<file path="config.mk">
export PLATFORM = sky130hd
export DESIGN_NAME = sgpio_top
export DESIGN_NICKNAME = d
export VERILOG_FILES = /design/src/design/sgpio_top.v /design/src/design/sgpio_sync.v /design/src/design/sgpio_pin.v
export VERILOG_INCLUDE_DIRS = /design/src /design/src/design
export SDC_FILE = /design/constraint.sdc
export NUM_CORES = 1
export LEC_CHECK = 0
export BUFFER_PORTS_ARGS = -buffer_cell sky130_fd_sc_hd__buf_2
export CAP_MARGIN = 20
export CORE_MARGIN = 2
export CORE_UTILIZATION = 30
export CTS_BUF_LIST = sky130_fd_sc_hd__clkbuf_4 sky130_fd_sc_hd__clkbuf_8
export DETAILED_ROUTE_END_ITERATION = 16
export SLEW_MARGIN = 30
export SYNTH_ARGS = -nofsm -noshare
export SYNTH_HDL_FRONTEND = slang
export SYNTH_HIERARCHICAL = 1
export SYNTH_SLANG_ARGS = --single-unit
</file>
<file path="constraint.sdc">
create_clock -name clock_in -period 1.51 [get_ports clock_in]
set_input_delay 0.151 -clock clock_in [delete_from_list [all_inputs] [get_ports clock_in]]
set_output_delay 0.151 -clock clock_in [all_outputs]
set_load 0.01 [all_outputs]
</file>
<file path="src/design/sgpio_regs.vh">
/*
  Register offsets, field positions, reset values and mode codes for the
  serializer pin configuration block.
  Assumes inclusion by bare name from the design files.
*/
`ifndef SGPIO_REGS_VH
`define SGPIO_REGS_VH

// ----------------------------------------------------------------------
// Register offsets
// ----------------------------------------------------------------------
`define SGPIO_ADDR_W 8
`define SGPIO_OFF_CFG0 8'h0d
`define SGPIO_OFF_CFG12 8'h0e
`define SGPIO_OFF_STATUS 8'h0c
`define SGPIO_OFF_CTRL 8'h04

// ----------------------------------------------------------------------
// Field positions
// ----------------------------------------------------------------------
`define SGPIO_LO_VAL_BIT 3
`define SGPIO_LO_MODE_MSB 2
`define SGPIO_HI_VAL_BIT 7
`define SGPIO_HI_MODE_MSB 6
`define SGPIO_REV_MSB 7
`define SGPIO_REV_LSB 4
`define SGPIO_STAT_LOST_BIT 4
`define SGPIO_STAT_DET_BIT 0
`define SGPIO_CTRL_CLR_BIT 5
`define SGPIO_CTRL_PSEL_BIT 0

// ----------------------------------------------------------------------
// Reset values and mode codes
// ----------------------------------------------------------------------
`define SGPIO_FIELD_RST 4'h0
`define SGPIO_MODE_GP_OUT 3'h1
`define SGPIO_MODE_GP_IN 3'h3
`define SGPIO_MODE_RHOLD 3'h5
`define SGPIO_MODE_RDFLT 3'h7
`define SGPIO_LOW2_FUNC 2'h0
`define SGPIO_LOW2_TRI 2'h2

`endif

</file>
<file path="src/design/sgpio_top.v">
/*
  Configuration registers and pad control for three general-purpose pins
  on two ports of a serializer bridge, with link-loss tracking.
  Assumes a single register clock, a plain strobe bus, and link and
  remote pin values arriving asynchronously from the link transport.
*/
// Our own choice: the strobed register port.
`timescale 1ns/1ns
`include "sgpio_regs.vh"

// Functional notes
// - Stored value drives pin in local output mode, and in mode 111 on link loss.
// - Low mode bits 00 give functional input, 10 high impedance.
// - Mode 001 is local output, mode 011 is general input.
// - Mode 101 outputs remote value, holds last value on link loss.
// - Mode 111 outputs remote value, falls back to local bit on loss.
// - Value bit 0 drives low, 1 high; all value bits reset to 0.
// - Offset 0x0d holds pin zero value bit 3, mode 2:0, per port.
// - Offset 14 holds pin one value bit 3, mode 2:0, per port.
// - Offset 14 holds pin two value bit 7, mode 6:4, per port.
// - Link loss is detected and held in a sticky flag.
module sgpio_top #(
  parameter [3:0] REVISION = 4'h1, // Arbitrary value
  parameter NPORT = 2
) (
  input wire clock_in,
  input wire rst_b_in,
  input wire [7:0] addr_in,
  input wire [7:0] wdata_in,
  input wire wr_in,
  input wire rd_in,
  output wire [7:0] rdata_out,
  input wire [1:0] link_up_in,
  input wire [5:0] remote_val_in,
  input wire [5:0] pad_in,
  input wire [5:0] func_out_in,
  output wire [5:0] pad_out,
  output wire [5:0] pad_oe_b_out,
  output wire [5:0] func_in_out,
  output wire [5:0] gp_in_out
);
  // ----------------------------------------------------------------------
  // Storage
  // ----------------------------------------------------------------------
  // Per port: {val2, mode2, val1, mode1, val0, mode0}
  reg [3:0] cfg0_r [0:1];
  reg [7:0] cfg12_r [0:1];
  reg second_port_select_r;
  reg [1:0] lost_r;
  reg [7:0] rdata_r;
  reg [7:0] rdata_nxt;
  reg [1:0] link_q_r;
  wire [1:0] link_s;
  wire [5:0] rem_s;
  wire [5:0] pad_s;
  wire psel;
  wire clr_req;
  integer i;
  integer j;

  assign psel = second_port_select_r;
  assign clr_req = wr_in && (addr_in == `SGPIO_OFF_CTRL) &&
    wdata_in[`SGPIO_CTRL_CLR_BIT];

  // ----------------------------------------------------------------------
  // Synchronisers for link-side and pad inputs
  // ----------------------------------------------------------------------
  sgpio_sync #(.WIDTH(14)) u_sync (
    .clock_in(clock_in),
    .rst_b_in(rst_b_in),
    .async_in({pad_in, remote_val_in, link_up_in}),
    .sync_out({pad_s, rem_s, link_s})
  );

  function sel_hit;
    input [7:0] a;
    input [7:0] off;
    begin
      sel_hit = (a == off);
    end
  endfunction

  // ----------------------------------------------------------------------
  // Register writes
  // ----------------------------------------------------------------------
  always @(posedge clock_in or negedge rst_b_in) begin
    if (!rst_b_in) begin
      for (i = 0; i < 2; i = i + 1) begin
        cfg0_r[i] <= `SGPIO_FIELD_RST;
        cfg12_r[i] <= 8'h00;
      end
      second_port_select_r <= 1'b0;
    end else if (wr_in) begin
      if (sel_hit(addr_in, `SGPIO_OFF_CFG0))
        // Upper nibble is revision and never stored
        cfg0_r[psel] <= wdata_in[3:0];
      if (sel_hit(addr_in, `SGPIO_OFF_CFG12))
        cfg12_r[psel] <= wdata_in;
      if (sel_hit(addr_in, `SGPIO_OFF_CTRL))
        second_port_select_r <= wdata_in[`SGPIO_CTRL_PSEL_BIT];
    end
  end

  // ----------------------------------------------------------------------
  // Link-loss sticky flags
  // ----------------------------------------------------------------------
  // A falling link sets the flag; set beats a same-cycle clear
  always @(posedge clock_in or negedge rst_b_in) begin
    if (!rst_b_in) begin
      link_q_r <= 2'b00;
      lost_r <= 2'b00;
    end else begin
      link_q_r <= link_s;
      for (j = 0; j < 2; j = j + 1) begin
        if (link_q_r[j] && !link_s[j])
          lost_r[j] <= 1'b1;
        else if (clr_req && (psel == j[0]))
          lost_r[j] <= 1'b0;
      end
    end
  end

  // ----------------------------------------------------------------------
  // Read path
  // ----------------------------------------------------------------------
  always @* begin
    rdata_nxt = 8'h00;
    if (rd_in) begin
      case (addr_in)
        `SGPIO_OFF_CFG0: rdata_nxt = {REVISION, cfg0_r[psel]};
        `SGPIO_OFF_CFG12: rdata_nxt = cfg12_r[psel];
        `SGPIO_OFF_STATUS: begin
          rdata_nxt[`SGPIO_STAT_LOST_BIT] = lost_r[psel];
          rdata_nxt[`SGPIO_STAT_DET_BIT] = link_s[psel];
        end
        `SGPIO_OFF_CTRL: rdata_nxt = {7'h00, second_port_select_r};
        default: rdata_nxt = 8'h00;
      endcase
    end
  end

  always @(posedge clock_in or negedge rst_b_in) begin
    if (!rst_b_in)
      rdata_r <= 8'h00;
    else
      rdata_r <= rdata_nxt;
  end

  assign rdata_out = rdata_r;

  // ----------------------------------------------------------------------
  // Pin instances: index p*3+n, port p, pin n
  // ----------------------------------------------------------------------
  genvar g;
  generate
    for (g = 0; g < 6; g = g + 1) begin : g_pin
      wire [2:0] mode_w;
      wire val_w;
      if (g % 3 == 0) begin : g_z
        assign mode_w = cfg0_r[g/3][`SGPIO_LO_MODE_MSB:0];
        assign val_w = cfg0_r[g/3][`SGPIO_LO_VAL_BIT];
      end else if (g % 3 == 1) begin : g_o
        assign mode_w = cfg12_r[g/3][`SGPIO_LO_MODE_MSB:0];
        assign val_w = cfg12_r[g/3][`SGPIO_LO_VAL_BIT];
      end else begin : g_t
        assign mode_w = cfg12_r[g/3][`SGPIO_HI_MODE_MSB:4];
        assign val_w = cfg12_r[g/3][`SGPIO_HI_VAL_BIT];
      end
      sgpio_pin u_pin (
        .clock_in(clock_in),
        .rst_b_in(rst_b_in),
        .mode_in(mode_w),
        .local_val_in(val_w),
        .remote_val_in(rem_s[g]),
        .link_up_in(link_s[g/3]),
        .pad_in(pad_s[g]),
        .func_out_in(func_out_in[g]),
        .pad_out(pad_out[g]),
        .pad_oe_b_out(pad_oe_b_out[g]),
        .func_in_out(func_in_out[g]),
        .gp_in_out(gp_in_out[g])
      );
    end
  endgenerate
endmodule // sgpio_top

</file>
<file path="src/design/sgpio_sync.v">
/*
  Two flip-flop synchroniser for a bundle of asynchronous levels.
  Assumes the inputs change slowly relative to clock_in.
*/
`timescale 1ns/1ns
module sgpio_sync #(
  parameter WIDTH = 1
) (
  input wire clock_in,
  input wire rst_b_in,
  input wire [WIDTH-1:0] async_in,
  output wire [WIDTH-1:0] sync_out
);
  reg [WIDTH-1:0] meta_r;
  reg [WIDTH-1:0] sync_r;

  // First stage feeds only the second stage
  always @(posedge clock_in or negedge rst_b_in) begin
    if (!rst_b_in) begin
      meta_r <= {WIDTH{1'b0}};
      sync_r <= {WIDTH{1'b0}};
    end else begin
      meta_r <= async_in;
      sync_r <= meta_r;
    end
  end

  assign sync_out = sync_r;
endmodule // sgpio_sync

</file>
<file path="src/design/sgpio_pin.v">
/*
  Mode decoder and pad driver for one general-purpose pin.
  Assumes remote value, link state and pad input are already synchronous.
*/
`timescale 1ns/1ns
`include "sgpio_regs.vh"
module sgpio_pin (
  input wire clock_in,
  input wire rst_b_in,
  input wire [2:0] mode_in,
  input wire local_val_in,
  input wire remote_val_in,
  input wire link_up_in,
  input wire pad_in,
  input wire func_out_in,
  output wire pad_out,
  output wire pad_oe_b_out,
  output wire func_in_out,
  output wire gp_in_out
);
  reg held_r;
  reg drive_r;
  reg oe_b_r;
  reg drive_nxt;
  reg oe_b_nxt;

  // Remote value captured only while the link is up
  always @(posedge clock_in or negedge rst_b_in) begin
    if (!rst_b_in) begin
      held_r <= 1'b0;
      drive_r <= 1'b0;
      oe_b_r <= 1'b1;
    end else begin
      if (link_up_in)
        held_r <= remote_val_in;
      drive_r <= drive_nxt;
      oe_b_r <= oe_b_nxt;
    end
  end

  always @* begin
    drive_nxt = 1'b0;
    oe_b_nxt = 1'b1;
    if (mode_in[1:0] == `SGPIO_LOW2_FUNC) begin
      // Functional role: func_out_in goes to pad_out but the pad is never enabled
      drive_nxt = func_out_in;
      oe_b_nxt = 1'b1;
    end else if (mode_in[1:0] == `SGPIO_LOW2_TRI) begin
      oe_b_nxt = 1'b1;
    end else begin
      case (mode_in)
        `SGPIO_MODE_GP_OUT: begin
          drive_nxt = local_val_in;
          oe_b_nxt = 1'b0;
        end
        `SGPIO_MODE_GP_IN: begin
          oe_b_nxt = 1'b1;
        end
        `SGPIO_MODE_RHOLD: begin
          drive_nxt = link_up_in ? remote_val_in : held_r;
          oe_b_nxt = 1'b0;
        end
        `SGPIO_MODE_RDFLT: begin
          drive_nxt = link_up_in ? remote_val_in : local_val_in;
          oe_b_nxt = 1'b0;
        end
        default: begin
          oe_b_nxt = 1'b1;
        end
      endcase
    end
  end

  assign pad_out = drive_r;
  assign pad_oe_b_out = oe_b_r;
  assign func_in_out = (mode_in[1:0] == `SGPIO_LOW2_FUNC) ? pad_in : 1'b0;
  assign gp_in_out = pad_in;
endmodule // sgpio_pin

</file>
# Yosys cells after proc, flatten, opt, wreduce, memory -nomap -nowiden
# Cells that the tools add are included.
[totals]
ff_bits = 83
latch_bits = 0
ram_bits = 0
mem_bits_ro = 0
input_bits = 40
output_inout_bits = 32
wordCells = 167
memories = 0
[classes]
add_sub_neg = 0
n_mul = 0
div = 0
order_cmp = 3
n_eq_ne = 28
n_shift = 0
mux = 79
bitwise = 2
reduce_logical = 26
[op_table]
columns = ["operator", "count"]
rows = [
  ["two-way mux 1 bit", 56],
  ["two-way mux 8 bit", 5],
  ["== test 3 bit, second input constant", 12],
  ["== test 8 x 4 -> 1 bit, second input constant", 3],
  ["case mux 1 bit (3 select lines)", 7],
  ["== test 3 x 1 -> 1 bit, second input constant", 6],
  ["OR reduction 3 bit", 6],
  ["bitwise mux 16 bit", 1],
  ["two-way mux 4 bit", 4],
  ["== test 2 bit, second input constant", 6],
  ["zero test 2 bit", 6],
  ["bitwise mux 8 bit", 1],
  ["demux 8 bit (select 1 bit)", 1],
  ["== test 8 x 3 -> 1 bit, second input constant", 1],
  ["logical AND 1 bit", 7],
  ["case mux 3 bit (2 select lines)", 1],
  ["AND reduction 2 bit", 3],
  ["demux 4 bit (select 1 bit)", 1],
  ["case mux 1 bit (4 select lines)", 1],
  ["nonzero test 2 bit", 2],
  ["two-way mux 3 bit", 1],
  [">= comparator 2 bit, second input constant", 1],
  ["zero test 1 bit", 2],
  ["less-than comparator 1 x 2 -> 1 bit, second input constant", 1],
  ["3 further kinds", 3],
]

# Depth between registers and ports, before layout
# Gate-level depths: netlist (run 1).
[depth]
word_depth = 6
depth_mapped = 6
mapped_depth_nobuf = 4

# Hierarchy
# The synthesis (run 1) kept the hierarchy.
[by_module_without_submodules]
columns = ["mod", "instances", "cells_each", "area_per_inst_um2", "seq_area_each_um2"]
rows = [
  ["sgpio_top", 1, 112, 1637.8, 925.9],
  ["sgpio_pin", 6, 17, 158.9, 76.3],
  ["sgpio_sync", 1, 28, 700.7, 700.7],
]

# Least setup slack after synthesis (run 1)
# Ideal clock, no wire load.
[synth_path]
path_kind = "input port to flip-flop"
startpoint = "input port addr_in[5]"
endpoint = "register cfg12_r[0] in the netlist's numbering"
setup_time_ns = 0.125
arrival_time_ns = 1.342
required_time_ns = 1.385
slack_ns = 0.043
path_stages = 6
path_buffers = 2
path_cell_list = "nor4_2 -> and3_1 -> buf_6 -> and4_4 -> buf_12 -> mux2_4"
[synth_via]
elab_chain_cells = 2
[synth_rtl]
columns = ["element", "line", "text"]
rows = [
  ["start, declared", "sgpio_top.v:28", "input wire [7:0] addr_in,"],
  ["== test 8 x 4 -> 1 bit", "sgpio_top.v:79", "sel_hit = (a == off);"],
  ["AND reduction 2 bit (no source line)", "n/a", ""],
  ["end signal, assigned by index", "sgpio_top.v:98", "cfg12_r[psel] <= wdata_in;"],
  ["end, declared", "sgpio_top.v:47", "reg [7:0] cfg12_r [0:1];"],
]
# Every way passes these cells.
# A chain may end at the register's enable or synchronous reset.

# Worst setup path in the final report (run 1)
[layout_path]
startpoint = "register second_port_select_r (netlist: psel)"
endpoint = "register rdata_r[0] (netlist: rdata_out[0])"
[layout_via]
elab_chain_cells = 6
elab_cells_between_ends = 11
cone_classes = "10 x mux; 1 x bitwise"
[layout_rtl]
columns = ["element", "line", "text"]
rows = [
  ["start, declared", "sgpio_top.v:48", "reg second_port_select_r;"],
  ["start signal, assigned", "sgpio_top.v:100", "second_port_select_r <= wdata_in[`SGPIO_CTRL_PSEL_BIT];"],
  ["inverter 1 -> 2 bit (not written as such)", "sgpio_top.v:130, sgpio_top.v:131", ""],
  ["two-way mux 8 bit (not written as such) or two-way mux 4 bit (tied branches) (3 in series)", "sgpio_top.v:131, sgpio_top.v:130", ""],
  ["case mux 1 bit (4 select lines) (*)", "sgpio_top.v:129", "case (addr_in)"],
  ["two-way mux 8 bit (*)", "sgpio_top.v:128", "if (rd_in) begin"],
  ["via rdata_nxt[0]", "sgpio_top.v:51", "reg [7:0] rdata_nxt;"],
  ["end signal, assigned", "sgpio_top.v:146", "rdata_r <= rdata_nxt;"],
  ["end, declared", "sgpio_top.v:50", "reg [7:0] rdata_r;"],
]
# Mark *: on every way through the listed nets, which the timed path passes. The rest lies on a longest branch. The select of a mux whose other input is x is not followed.

==> results of run 1 <==
[cell usage after synthesis (2+ instances only)]
cell	number	area, sq um
a22o_1	3	26.28
dfrtp_1	77	1927
inv_1	15	56.30
dfstp_2	6	157.7
buf_2	2	10.01
nand3_1	10	50.05
nand2b_1	6	37.54
and2_1	6	37.54
a21oi_1	6	30.03
nor2b_1	4	25.02
o211ai_1	6	45.04
nand2_1	7	26.28
buf_4	6	45.04
o22ai_1	3	18.77
o211a_1	6	60.06
mux2_4	8	120.1
nor2_1	9	33.78
o21ai_0	13	65.06
a221o_1	6	60.06
mux2_2	18	202.7
mux2i_1	10	100.1
[kinds of logic after synthesis]
group / count (synthesis) / synth area share [%]
DFF: 83 / 63.32
buffers and inverters: 25 / 4.333
and+or+nand+nor: 52 / 9.046
muxes: 37 / 13.53
AOI/OAI and AO/OA: 45 / 9.769
[worst paths after layout]
kind,from,endpoint,cells after the start
max in group asynchronous,rst_b_in,g_pin[2].u_pin/pad_oe_b_out,3
worst min-delay path,func_out_in[1],g_pin[1].u_pin/pad_out,2
worst max-delay path,psel,rdata_out[0],4
worst min register to register,u_sync/meta_r[3],u_sync/sync_out[3],0
min in group asynchronous,rst_b_in,g_pin[4].u_pin/pad_out,2
worst max register to register,psel,rdata_out[0],4
[timing repair]
item,4_1_cts,5_1_grt
buffers inserted,1,0
setup endpoints to repair,23,17
hold buffers,15,0
pin swaps,2,1
hold endpoints to repair,38,0
gates resized for setup,4,6
[layout make-up]
class | instances | area, sq um | share of cell area (%)
clock buffer | 11 | 145.1 | 3.435
multi-input combinational | 134 | 1099 | 26.00
clock inverter | 5 | 28.78 | 0.6811
timing repair buffer | 101 | 636.9 | 15.07
tap | 140 | 175.2 | 4.146
inverter | 15 | 56.30 | 1.333
sequential | 83 | 2085 | 49.33
[per-stage QoR]
stage	utilization [%]	instances
3_3_place_gp	35.73	457
2_1_floorplan	-	242
4_1_cts	38.95	489
6_report	39.15	489
5_1_grt	39.15	489
3_5_place_dp	35.73	457
[flip-flops by register name, summed over array words and instances (netlist names)]
name,flops
psel,1
cfg0_r,8
cfg12_r,16
g_pin.u_pin/pad_out,6
g_pin.u_pin/pad_oe_b_out,6
rdata_out,8
link_q_r,2
lost_r,2
u_sync/meta_r,14
g_pin.u_pin/held_r,6
u_sync/sync_out,14
[power groups by stage]
| stage | sequential [W] | combinational (W) | clock, W |
|---|---|---|---|
| 6_report | 0.00235 | 0.000358 | 0.00141 |
| 5_1_grt | 0.00237 | 0.000399 | 0.00160 |
| 4_1_cts | 0.00235 | 0.000362 | 0.00149 |
| 3_5_place_dp | 0.00240 | 0.000326 | 0 |
| 3_3_place_gp | 0.00240 | 0.000318 | 0 |
| 2_1_floorplan | 0.00240 | 0.000130 | 0 |
[worst max-delay path: stages (launching register included)]
cell	delay (ps)
dfrtp_1	430
mux4_2	520
a22o_1	190
a22oi_1	170
nor2b_1	90
[cell usage in the layout, fill, tap and decap left out, types with 2 or more instances in the layout]
master / Yosys / routed
clkbuf_8: 0 / 10
and2_1: 6 / 6
nand2b_1: 6 / 6
o21ai_0: 13 / 13
a221o_1: 6 / 6
clkinv_2: 0 / 4
nand3_1: 10 / 9
dlygate4sd3_1: 0 / 15
o211ai_1: 6 / 6
a22o_1: 3 / 3
mux2_2: 18 / 18
nor2b_1: 4 / 3
dfrtp_1: 77 / 77
o22ai_1: 3 / 3
nor2_2: 0 / 2
nand2_1: 7 / 7
buf_4: 6 / 14
nor2_1: 9 / 6
inv_1: 15 / 15
mux2_4: 8 / 8
dfstp_2: 6 / 6
mux2i_1: 10 / 10
o211a_1: 6 / 6
buf_2: 2 / 70
a21oi_1: 6 / 6
[routing by layer]
| metal | up-vias | share of wire [%] | GRT usage, % |
|---|---|---|---|
| met4 | 0 | 1.1 | 4.396 |
| met3 | 9 | 5.4 | 4.065 |
| li1 | 1060 | - | - |
| met2 | 48 | 50 | 21.34 |
| met1 | 1119 | 44 | 15.62 |
| met5 | - | 0 | 0 |
==> results.toml, run 1 <==
[outcome]
outcome = "finished with violations"
violations = "setup timing"

[place]
place_area_sq_mm = 0.003856
place_ws_ps = -197.5
hpwl_um = 5150
place_congestion = 0.8060
port_buffers = 71

[critical_path]
arrival_ps = 1750
endpoint_kind = "flip-flop"
crit_fanout = 4
r2r_slack_ps = -9
worst-setup-path-type = "flip-flop to flip-flop"
required_ps = 1740
start_kind = "flip-flop"

[floorplan]
ios = 72
core.rowCount = 38
die_h_um = 108.8
chipWidth_um = 108.8
die_area_sq_mm = 0.01183
core_sq_mm = 0.01079
initial_utilization_pct = 30.50

[sta]
grt_setup_unrepaired = "yes"
finalHoldViolCount = 0
worstMarginPinSlew_ps = 400.7
slew_violations = 0
skew_ps = 12.31
fin_setup_tns_ps = -8.922
period_share_pct = 100.6
setup_viol = 1
max_freq_mhz = 658.4
whs_ps = 34.77
timing.final.crit_period_ps = 1519
maxSlewHeadroom_pct = 73.28
fin_ws_ps = -8.922

[pwr]
power_density_mw_per_mm2 = 974.6
p_int_w = 0.003136
power_frac_comb_pct = 8.7
ir_drop_mv = 0.5618
pwr-share-seq_pct = 57.2
p_leak_nw = 2.034
clockPowerShare_pct = 34.1
switching_share_pct = 23.84
p_total_w = 0.004118
power_switching_w = 0.0009817

[cts]
clk_pin_slew_ps = 80
cts-root-buf = "clkbuf_8"
htreeDepth = 3
clock-sinks = 83
clock_latency_ps = 350
cts_buffer_depth = 2
cts_buffers = 9
cts_tree = "built"

[yosys]
async_flop_share_pct = 100.0
yosys_warnings = 6
synth-seq-area-share_pct = 63.32
synth_top_flop_cell = "dfrtp_1"
synthCells = 242
ys_seq_elements = 83
avgSynthCellArea_sq_um = 13.60
syn_nets = 282
synth_edf_count = 0
synth_area_sq_mm = 0.003292
yosysUniqueCellTypes = 36

[detailed_routing]
drtIter0Drc = 39
antenna_left = 0
vias_per_cell = 4.573
first_pass_iters = 4
vias = 2236
drt_wl_total_um = 7048
wl_per_cell_um = 14.41
drc = 0

[layout]
n_antenna_cell = 0
finalInstanceArea_sq_mm = 0.004225
final_nets = 384
fill_cells = 1057
drive_gt1_share_pct = 42.12
area_growth_pct = 28.35

[global_route]
grt_first_pass_wirelength_um = 11360
globalRoute.totalOverflow = 0
grt_max_degree = 35
track_usage_pct = 12.78
first_global_vias = 2294
antenna_found_initial = 0

[run]
max_cap_viol_count = 0

[min_path]
hp-class = "input pin to flip-flop"
Note: power is estimated with default switching activity, not from simulation.
==> run 2, diff against run 1 <==
==> constraint.sdc (replaced) <==
create_clock -name clock_in -period 1.7 [get_ports clock_in]
set_input_delay 0.17 -clock clock_in [delete_from_list [all_inputs] [get_ports clock_in]]
set_output_delay 0.17 -clock clock_in [all_outputs]
set_load 0.01 [all_outputs]
==> run 2 against run 1 <==
  * The run now ends clean
  * Cell count fell by 1.4%
  * Critical path depth did not move
  * Non-clock buffer count fell by 7
  * Die area did not move
  * Clock power rose by 11%
  * Count of clock-buffer cells in the layout fell by 1
  * Critical endpoint unchanged
  * Largest power group unchanged
==> results.toml, run 2 (synthesis gave the netlist of run 1 again) <==
[global_route]
globalRoute.totalOverflow = 0
antenna_found_initial = 0
grt_first_pass_wirelength_um = 11400
grt.busiest_layer = "met2"
first_global_vias = 2254
grt_max_degree = 46
gr-usage-met3_pct = 3.407
track_usage_pct = 12.73
gr-usage-met1_pct = 15.66
met2_usage_pct = 22.01

[cts]
cts_buffers = 9
htreeDepth = 3
cts-root-buf = "clkbuf_8"
clock-sinks = 83
clk_pin_slew_ps = 90
cts_buffer_depth = 2
cts_tree = "built"
clock_latency_ps = 350

[critical_path]
required_ps = 1940
rr_endpoint = "rdata_out[0]"
cp_num_cells = 4
r2r_slack_ps = 80
r2r_start = "psel"
rr_worst_depth = 4
crit_start = "psel"
path_cells = "mux4_2, a22o_1, a22oi_1, nor2b_1"
slowest_stage = "mux4_2"
start_kind = "flip-flop"
crit_fanout = 7
cp_top_family = "multiplexers"
cp.buffers_inverters = 0
arrival_ps = 1850
slowest_delay_ps = 550
worst-setup-path-type = "flip-flop to flip-flop"
endpoint_kind = "flip-flop"

[place]
hpwl_um = 5108
place_area_sq_mm = 0.003811
port_buffers = 71
place_congestion = 0.8347
dp.cells = 451

[layout]
fin_util_pct = 38.74
drive_gt1_share_pct = 39.18
finalInstanceArea_sq_mm = 0.004182
final_nets = 377
largest_register_ffs = 16
layout.cells.non_filler = 482
n_antenna_cell = 0
fill_cells = 1039
area_growth_pct = 27.02
regMostFlops = "cfg12_r"
final_common_cell = "dfrtp_1"
layout_common_cells = "dfrtp_1 (77), buf_2 (70), mux2_2 (18)"

[pwr]
pwr-share-seq_pct = 53.0
p_int_w = 0.003043
p_leak_nw = 2.000
power_switching_w = 0.0009037
ir_drop_mv = 0.5076
clockPowerShare_pct = 39.4
power_density_mw_per_mm2 = 943.8
power_frac_comb_pct = 7.5
switching_share_pct = 22.90

[run]
max_cap_viol_count = 0

[detailed_routing]
drt_wl_total_um = 6886
drc = 0
first_pass_iters = 6
wl_per_cell_um = 14.29
drtIter0Drc = 77
vias = 2184
antenna_left = 0
vias_per_cell = 4.531

[sta]
whs_ps = 55.09
maxSlewHeadroom_pct = 74.25
finalHoldViolCount = 0
skew_ps = 8.668
timing.final.crit_period_ps = 1618
fin_setup_tns_ps = 0
max_freq_mhz = 618.1
worstMarginPinSlew_ps = 386.3
period_share_pct = 95.17
slew_violations = 0
grt_setup_unrepaired = "no"
setup_viol = 0

[floorplan]
core_sq_mm = 0.01079
initial_utilization_pct = 30.50
ios = 72
die_h_um = 108.8
chipWidth_um = 108.8
die_area_sq_mm = 0.01183
core.rowCount = 38

[min_path]
min_to = "g_pin[5].u_pin/pad_out"
hp-class = "input pin to flip-flop"
holdCritStartpoint = "func_out_in[5]"
worst_hold_path.num_cells = 2

[outcome]
outcome = "finished, final reports clean"
==> run 2: cell types whose count changed in the layout (fill, tap and decap cells not counted), sizes merged <==
cell,previous run,this run
bufinv,0,2
buf,86,79
inv,15,16
clkbuf,11,10
clkinv,5,1
clkinvlp,0,2
==> run 2: worst max path at each step <==
stage | end | slack, ps
finish | rdata_out[0] | 80
floorplan | cfg12_r[0] | 210
global route | rdata_out[0] | 0.7
CTS | rdata_out[0] | 90
global placement | cfg12_r[4] | 20
detailed placement | cfg0_r[1] | -40
==> run 2: final cells by class <==
| cell class | count | area, sq um | share of cell area [%] |
|---|---|---|---|
| Sequential cell | 83 | 2085 | 49.85 |
| Multi-Input combinational cell | 134 | 1065 | 25.46 |
| Timing Repair Buffer | 94 | 580.6 | 13.88 |
| Tap cell | 140 | 175.2 | 4.189 |
| Clock buffer | 10 | 131.4 | 3.142 |
| Clock inverter | 6 | 88.84 | 2.124 |
| Inverter | 15 | 56.30 | 1.346 |
==> run 2: metrics by stage <==
stage	power [W]	worst slack, ps
after floorplan	0.002248	213.8
after global placement	0.002403	21.25
after detailed placement	0.002410	-41.10
after CTS	0.003993	86.38
after global routing	0.004138	0.7343
final	0.003946	82.08
==> run 2: what timing repair did <==
item                                   in CTS  in global routing
resized for setup                           0                  0
hold buffers                               15                  0
endpoints found under the hold margin      40                  0
setup buffers                               0                  0
==> run 2: worst reg2reg max path, stage by stage, from the launching register on <==
cell	delay [ps]
dfrtp_1	500
mux4_2	550
a22o_1	190
a22oi_1	180
nor2b_1	90
==> run 2: power by group through the flow <==
stage | combinational (W) | clock (W) | sequential (W)
2_1_floorplan | 0.000115 | 0 | 0.00213
3_3_place_gp | 0.000273 | 0 | 0.00213
3_5_place_dp | 0.000277 | 0 | 0.00213
4_1_cts | 0.000304 | 0.00159 | 0.00209
5_1_grt | 0.000337 | 0.00170 | 0.00211
6_report | 0.000297 | 0.00156 | 0.00209
==> run 2: layer usage <==
| metal | vias to the layer above | wire length [um] |
|---|---|---|
| met5 | - | 0 |
| met4 | 0 | 74 |
| met3 | 8 | 335 |
| met2 | 50 | 3453 |
| met1 | 1077 | 3023 |
| li1 | 1049 | - |
==> run 3, diff against run 2 <==
--- a/config.mk
+++ b/config.mk
@@ -8,10 +8,13 @@
 export LEC_CHECK = 0
 export BUFFER_PORTS_ARGS = -buffer_cell sky130_fd_sc_hd__buf_2
 export CAP_MARGIN = 20
+export CELL_PAD_IN_SITES_DETAIL_PLACEMENT = 0
+export CELL_PAD_IN_SITES_GLOBAL_PLACEMENT = 1
 export CORE_MARGIN = 2
 export CORE_UTILIZATION = 30
 export CTS_BUF_LIST = sky130_fd_sc_hd__clkbuf_4 sky130_fd_sc_hd__clkbuf_8
 export DETAILED_ROUTE_END_ITERATION = 16
+export PLACE_DENSITY_LB_ADDON = 0.1
 export SLEW_MARGIN = 30
 export SYNTH_ARGS = -nofsm -noshare
 export SYNTH_HDL_FRONTEND = slang
==> run 3 against run 2 <==
  * Flip-flop and latch count unchanged
  * Cell count did not move
  * Critical path depth down 1
  * Design area is 0.42% lower
  * Total power shrank 3.0%
  * Core utilization decreased by 0.16 points
==> results.toml, run 3 (synthesis gave the netlist of run 1 again) <==
[layout]
drive_gt1_share_pct = 39.18
layout_common_cells = "dfrtp_1 (77), buf_2 (70), mux2_2 (18)"
largest_register_ffs = 16
fin_util_pct = 38.58
fill_cells = 1070
layout.cells.non_filler = 482
n_antenna_cell = 0
final_nets = 377
seqCellArea_sq_mm = 0.002085
area_growth_pct = 26.49
final_common_cell = "dfrtp_1"
multiInputGateArea_sq_mm = 0.001065
regMostFlops = "cfg12_r"

[sta]
maxSlewHeadroom_pct = 72.77
setup_viol = 0
skew_ps = 8.897
slew_violations = 0
worstMarginPinSlew_ps = 408.4
period_share_pct = 90.25
finalHoldViolCount = 0
whs_ps = 52.27
max_freq_mhz = 651.8
timing.final.crit_period_ps = 1534
grt_setup_unrepaired = "no"

[global_route]
first_global_vias = 2174
antenna_found_initial = 0
globalRoute.totalOverflow = 0
grt_max_degree = 37
track_usage_pct = 12.97
grt_first_pass_wirelength_um = 11470

[cts]
clock_latency_ps = 340
htreeDepth = 3
cts_buffer_depth = 2
cts_tree = "built"
cts_buffers = 9
post-cts-setup-buffer-count = 0
cts-root-buf = "clkbuf_8"
post_cts_resized = 0
clk_pin_slew_ps = 80
clock-sinks = 83

[detailed_routing]
drc = 0
drt_wl_total_um = 7121
antenna_left = 0
first_pass_iters = 4
vias = 2180
wl_per_cell_um = 14.77
drtIter0Drc = 58
vias_per_cell = 4.523

[place]
dp.cells = 451
hpwl_um = 5082
place_congestion = 0.7068
port_buffers = 71

[outcome]
outcome = "finished, final reports clean"

[floorplan]
core_sq_mm = 0.01079
initial_utilization_pct = 30.50
die_h_um = 108.8
die_area_sq_mm = 0.01183
core.rowCount = 38
chipWidth_um = 108.8
ios = 72

[critical_path]
r2r_slack_ps = 170
r2r_start = "psel"
crit_start = "psel"
rr_endpoint = "cfg0_r[2]"
endpoint_kind = "flip-flop"
crit_fanout = 13
worst-setup-path-type = "flip-flop to flip-flop"
required_ps = 1930
arrival_ps = 1770
start_kind = "flip-flop"
rr_worst_depth = 3

[min_path]
hp-class = "input pin to flip-flop"
holdCritStartpoint = "func_out_in[2]"
worst_hold_path.num_cells = 2
min_to = "g_pin[2].u_pin/pad_out"

[pwr]
power_density_mw_per_mm2 = 919.3
p_total_w = 0.003828
ir_drop_mv = 0.4426
p_leak_nw = 1.993

[run]
max_cap_viol_count = 0
==> run 3: worst max path at each step <==
stage / depth (start not counted) / slack, ps / end
5_1_grt: 3 / 90 / cfg0_r[2]
3_5_place_dp: 5 / -20 / cfg0_r[2]
4_1_cts: 3 / 140 / cfg0_r[2]
2_1_floorplan: 6 / 210 / cfg12_r[0]
3_3_place_gp: 5 / 10 / cfg0_r[1]
6_report: 3 / 170 / cfg0_r[2]
==> run 3: final cells by class <==
class / instances / area share [%]
multi-input combinational: 134 / 25.57
clock inverter: 4 / 1.202
timing repair buffer: 94 / 13.94
sequential: 83 / 50.06
inverter: 15 / 1.352
tap: 140 / 4.207
clock buffer: 12 / 3.666
==> run 3: per-stage QoR <==
stage | setup slack (ps) | TNS (ps) | instance area, sq um
after floorplan | 213.8 | 0 | 3292
after global placement | 12.74 | 0 | 3811
after detailed placement | -15.32 | -94.86 | 3811
after CTS | 141.3 | 0 | 4164
after global routing | 90.53 | 0 | 4164
final | 165.8 | 0 | 4164
==> run 3: worst max-delay path: stages (launching register included) <==
cell and delay (ps):
dfrtp_1 440, buf_4 280, and4_1 340, mux2_2 360
==> run 3: timing repair <==
| action | 4_1_cts | 5_1_grt |
|---|---|---|
| setup endpoints to repair | 0 | 0 |
| hold buffers | 15 | 0 |
| hold endpoints to repair | 40 | 0 |
==> run 3: report_power, final <==
part	internal, W	switching (W)	total, W
Clock	0.000750	0.000687	0.00144
Combinational	0.000144	0.000155	0.000299
Sequential	0.00205	0.0000397	0.00209
Total	0.00295	0.000882	0.00383
==> run 3: routing by layer <==
layer,global-route usage [%],vias to the layer above,wire (um)
met1,17.49,1074,3424
li1,-,1046,-
met3,4.244,6,306
met2,20.18,54,3311
met4,3.297,0,78
met5,0,-,0
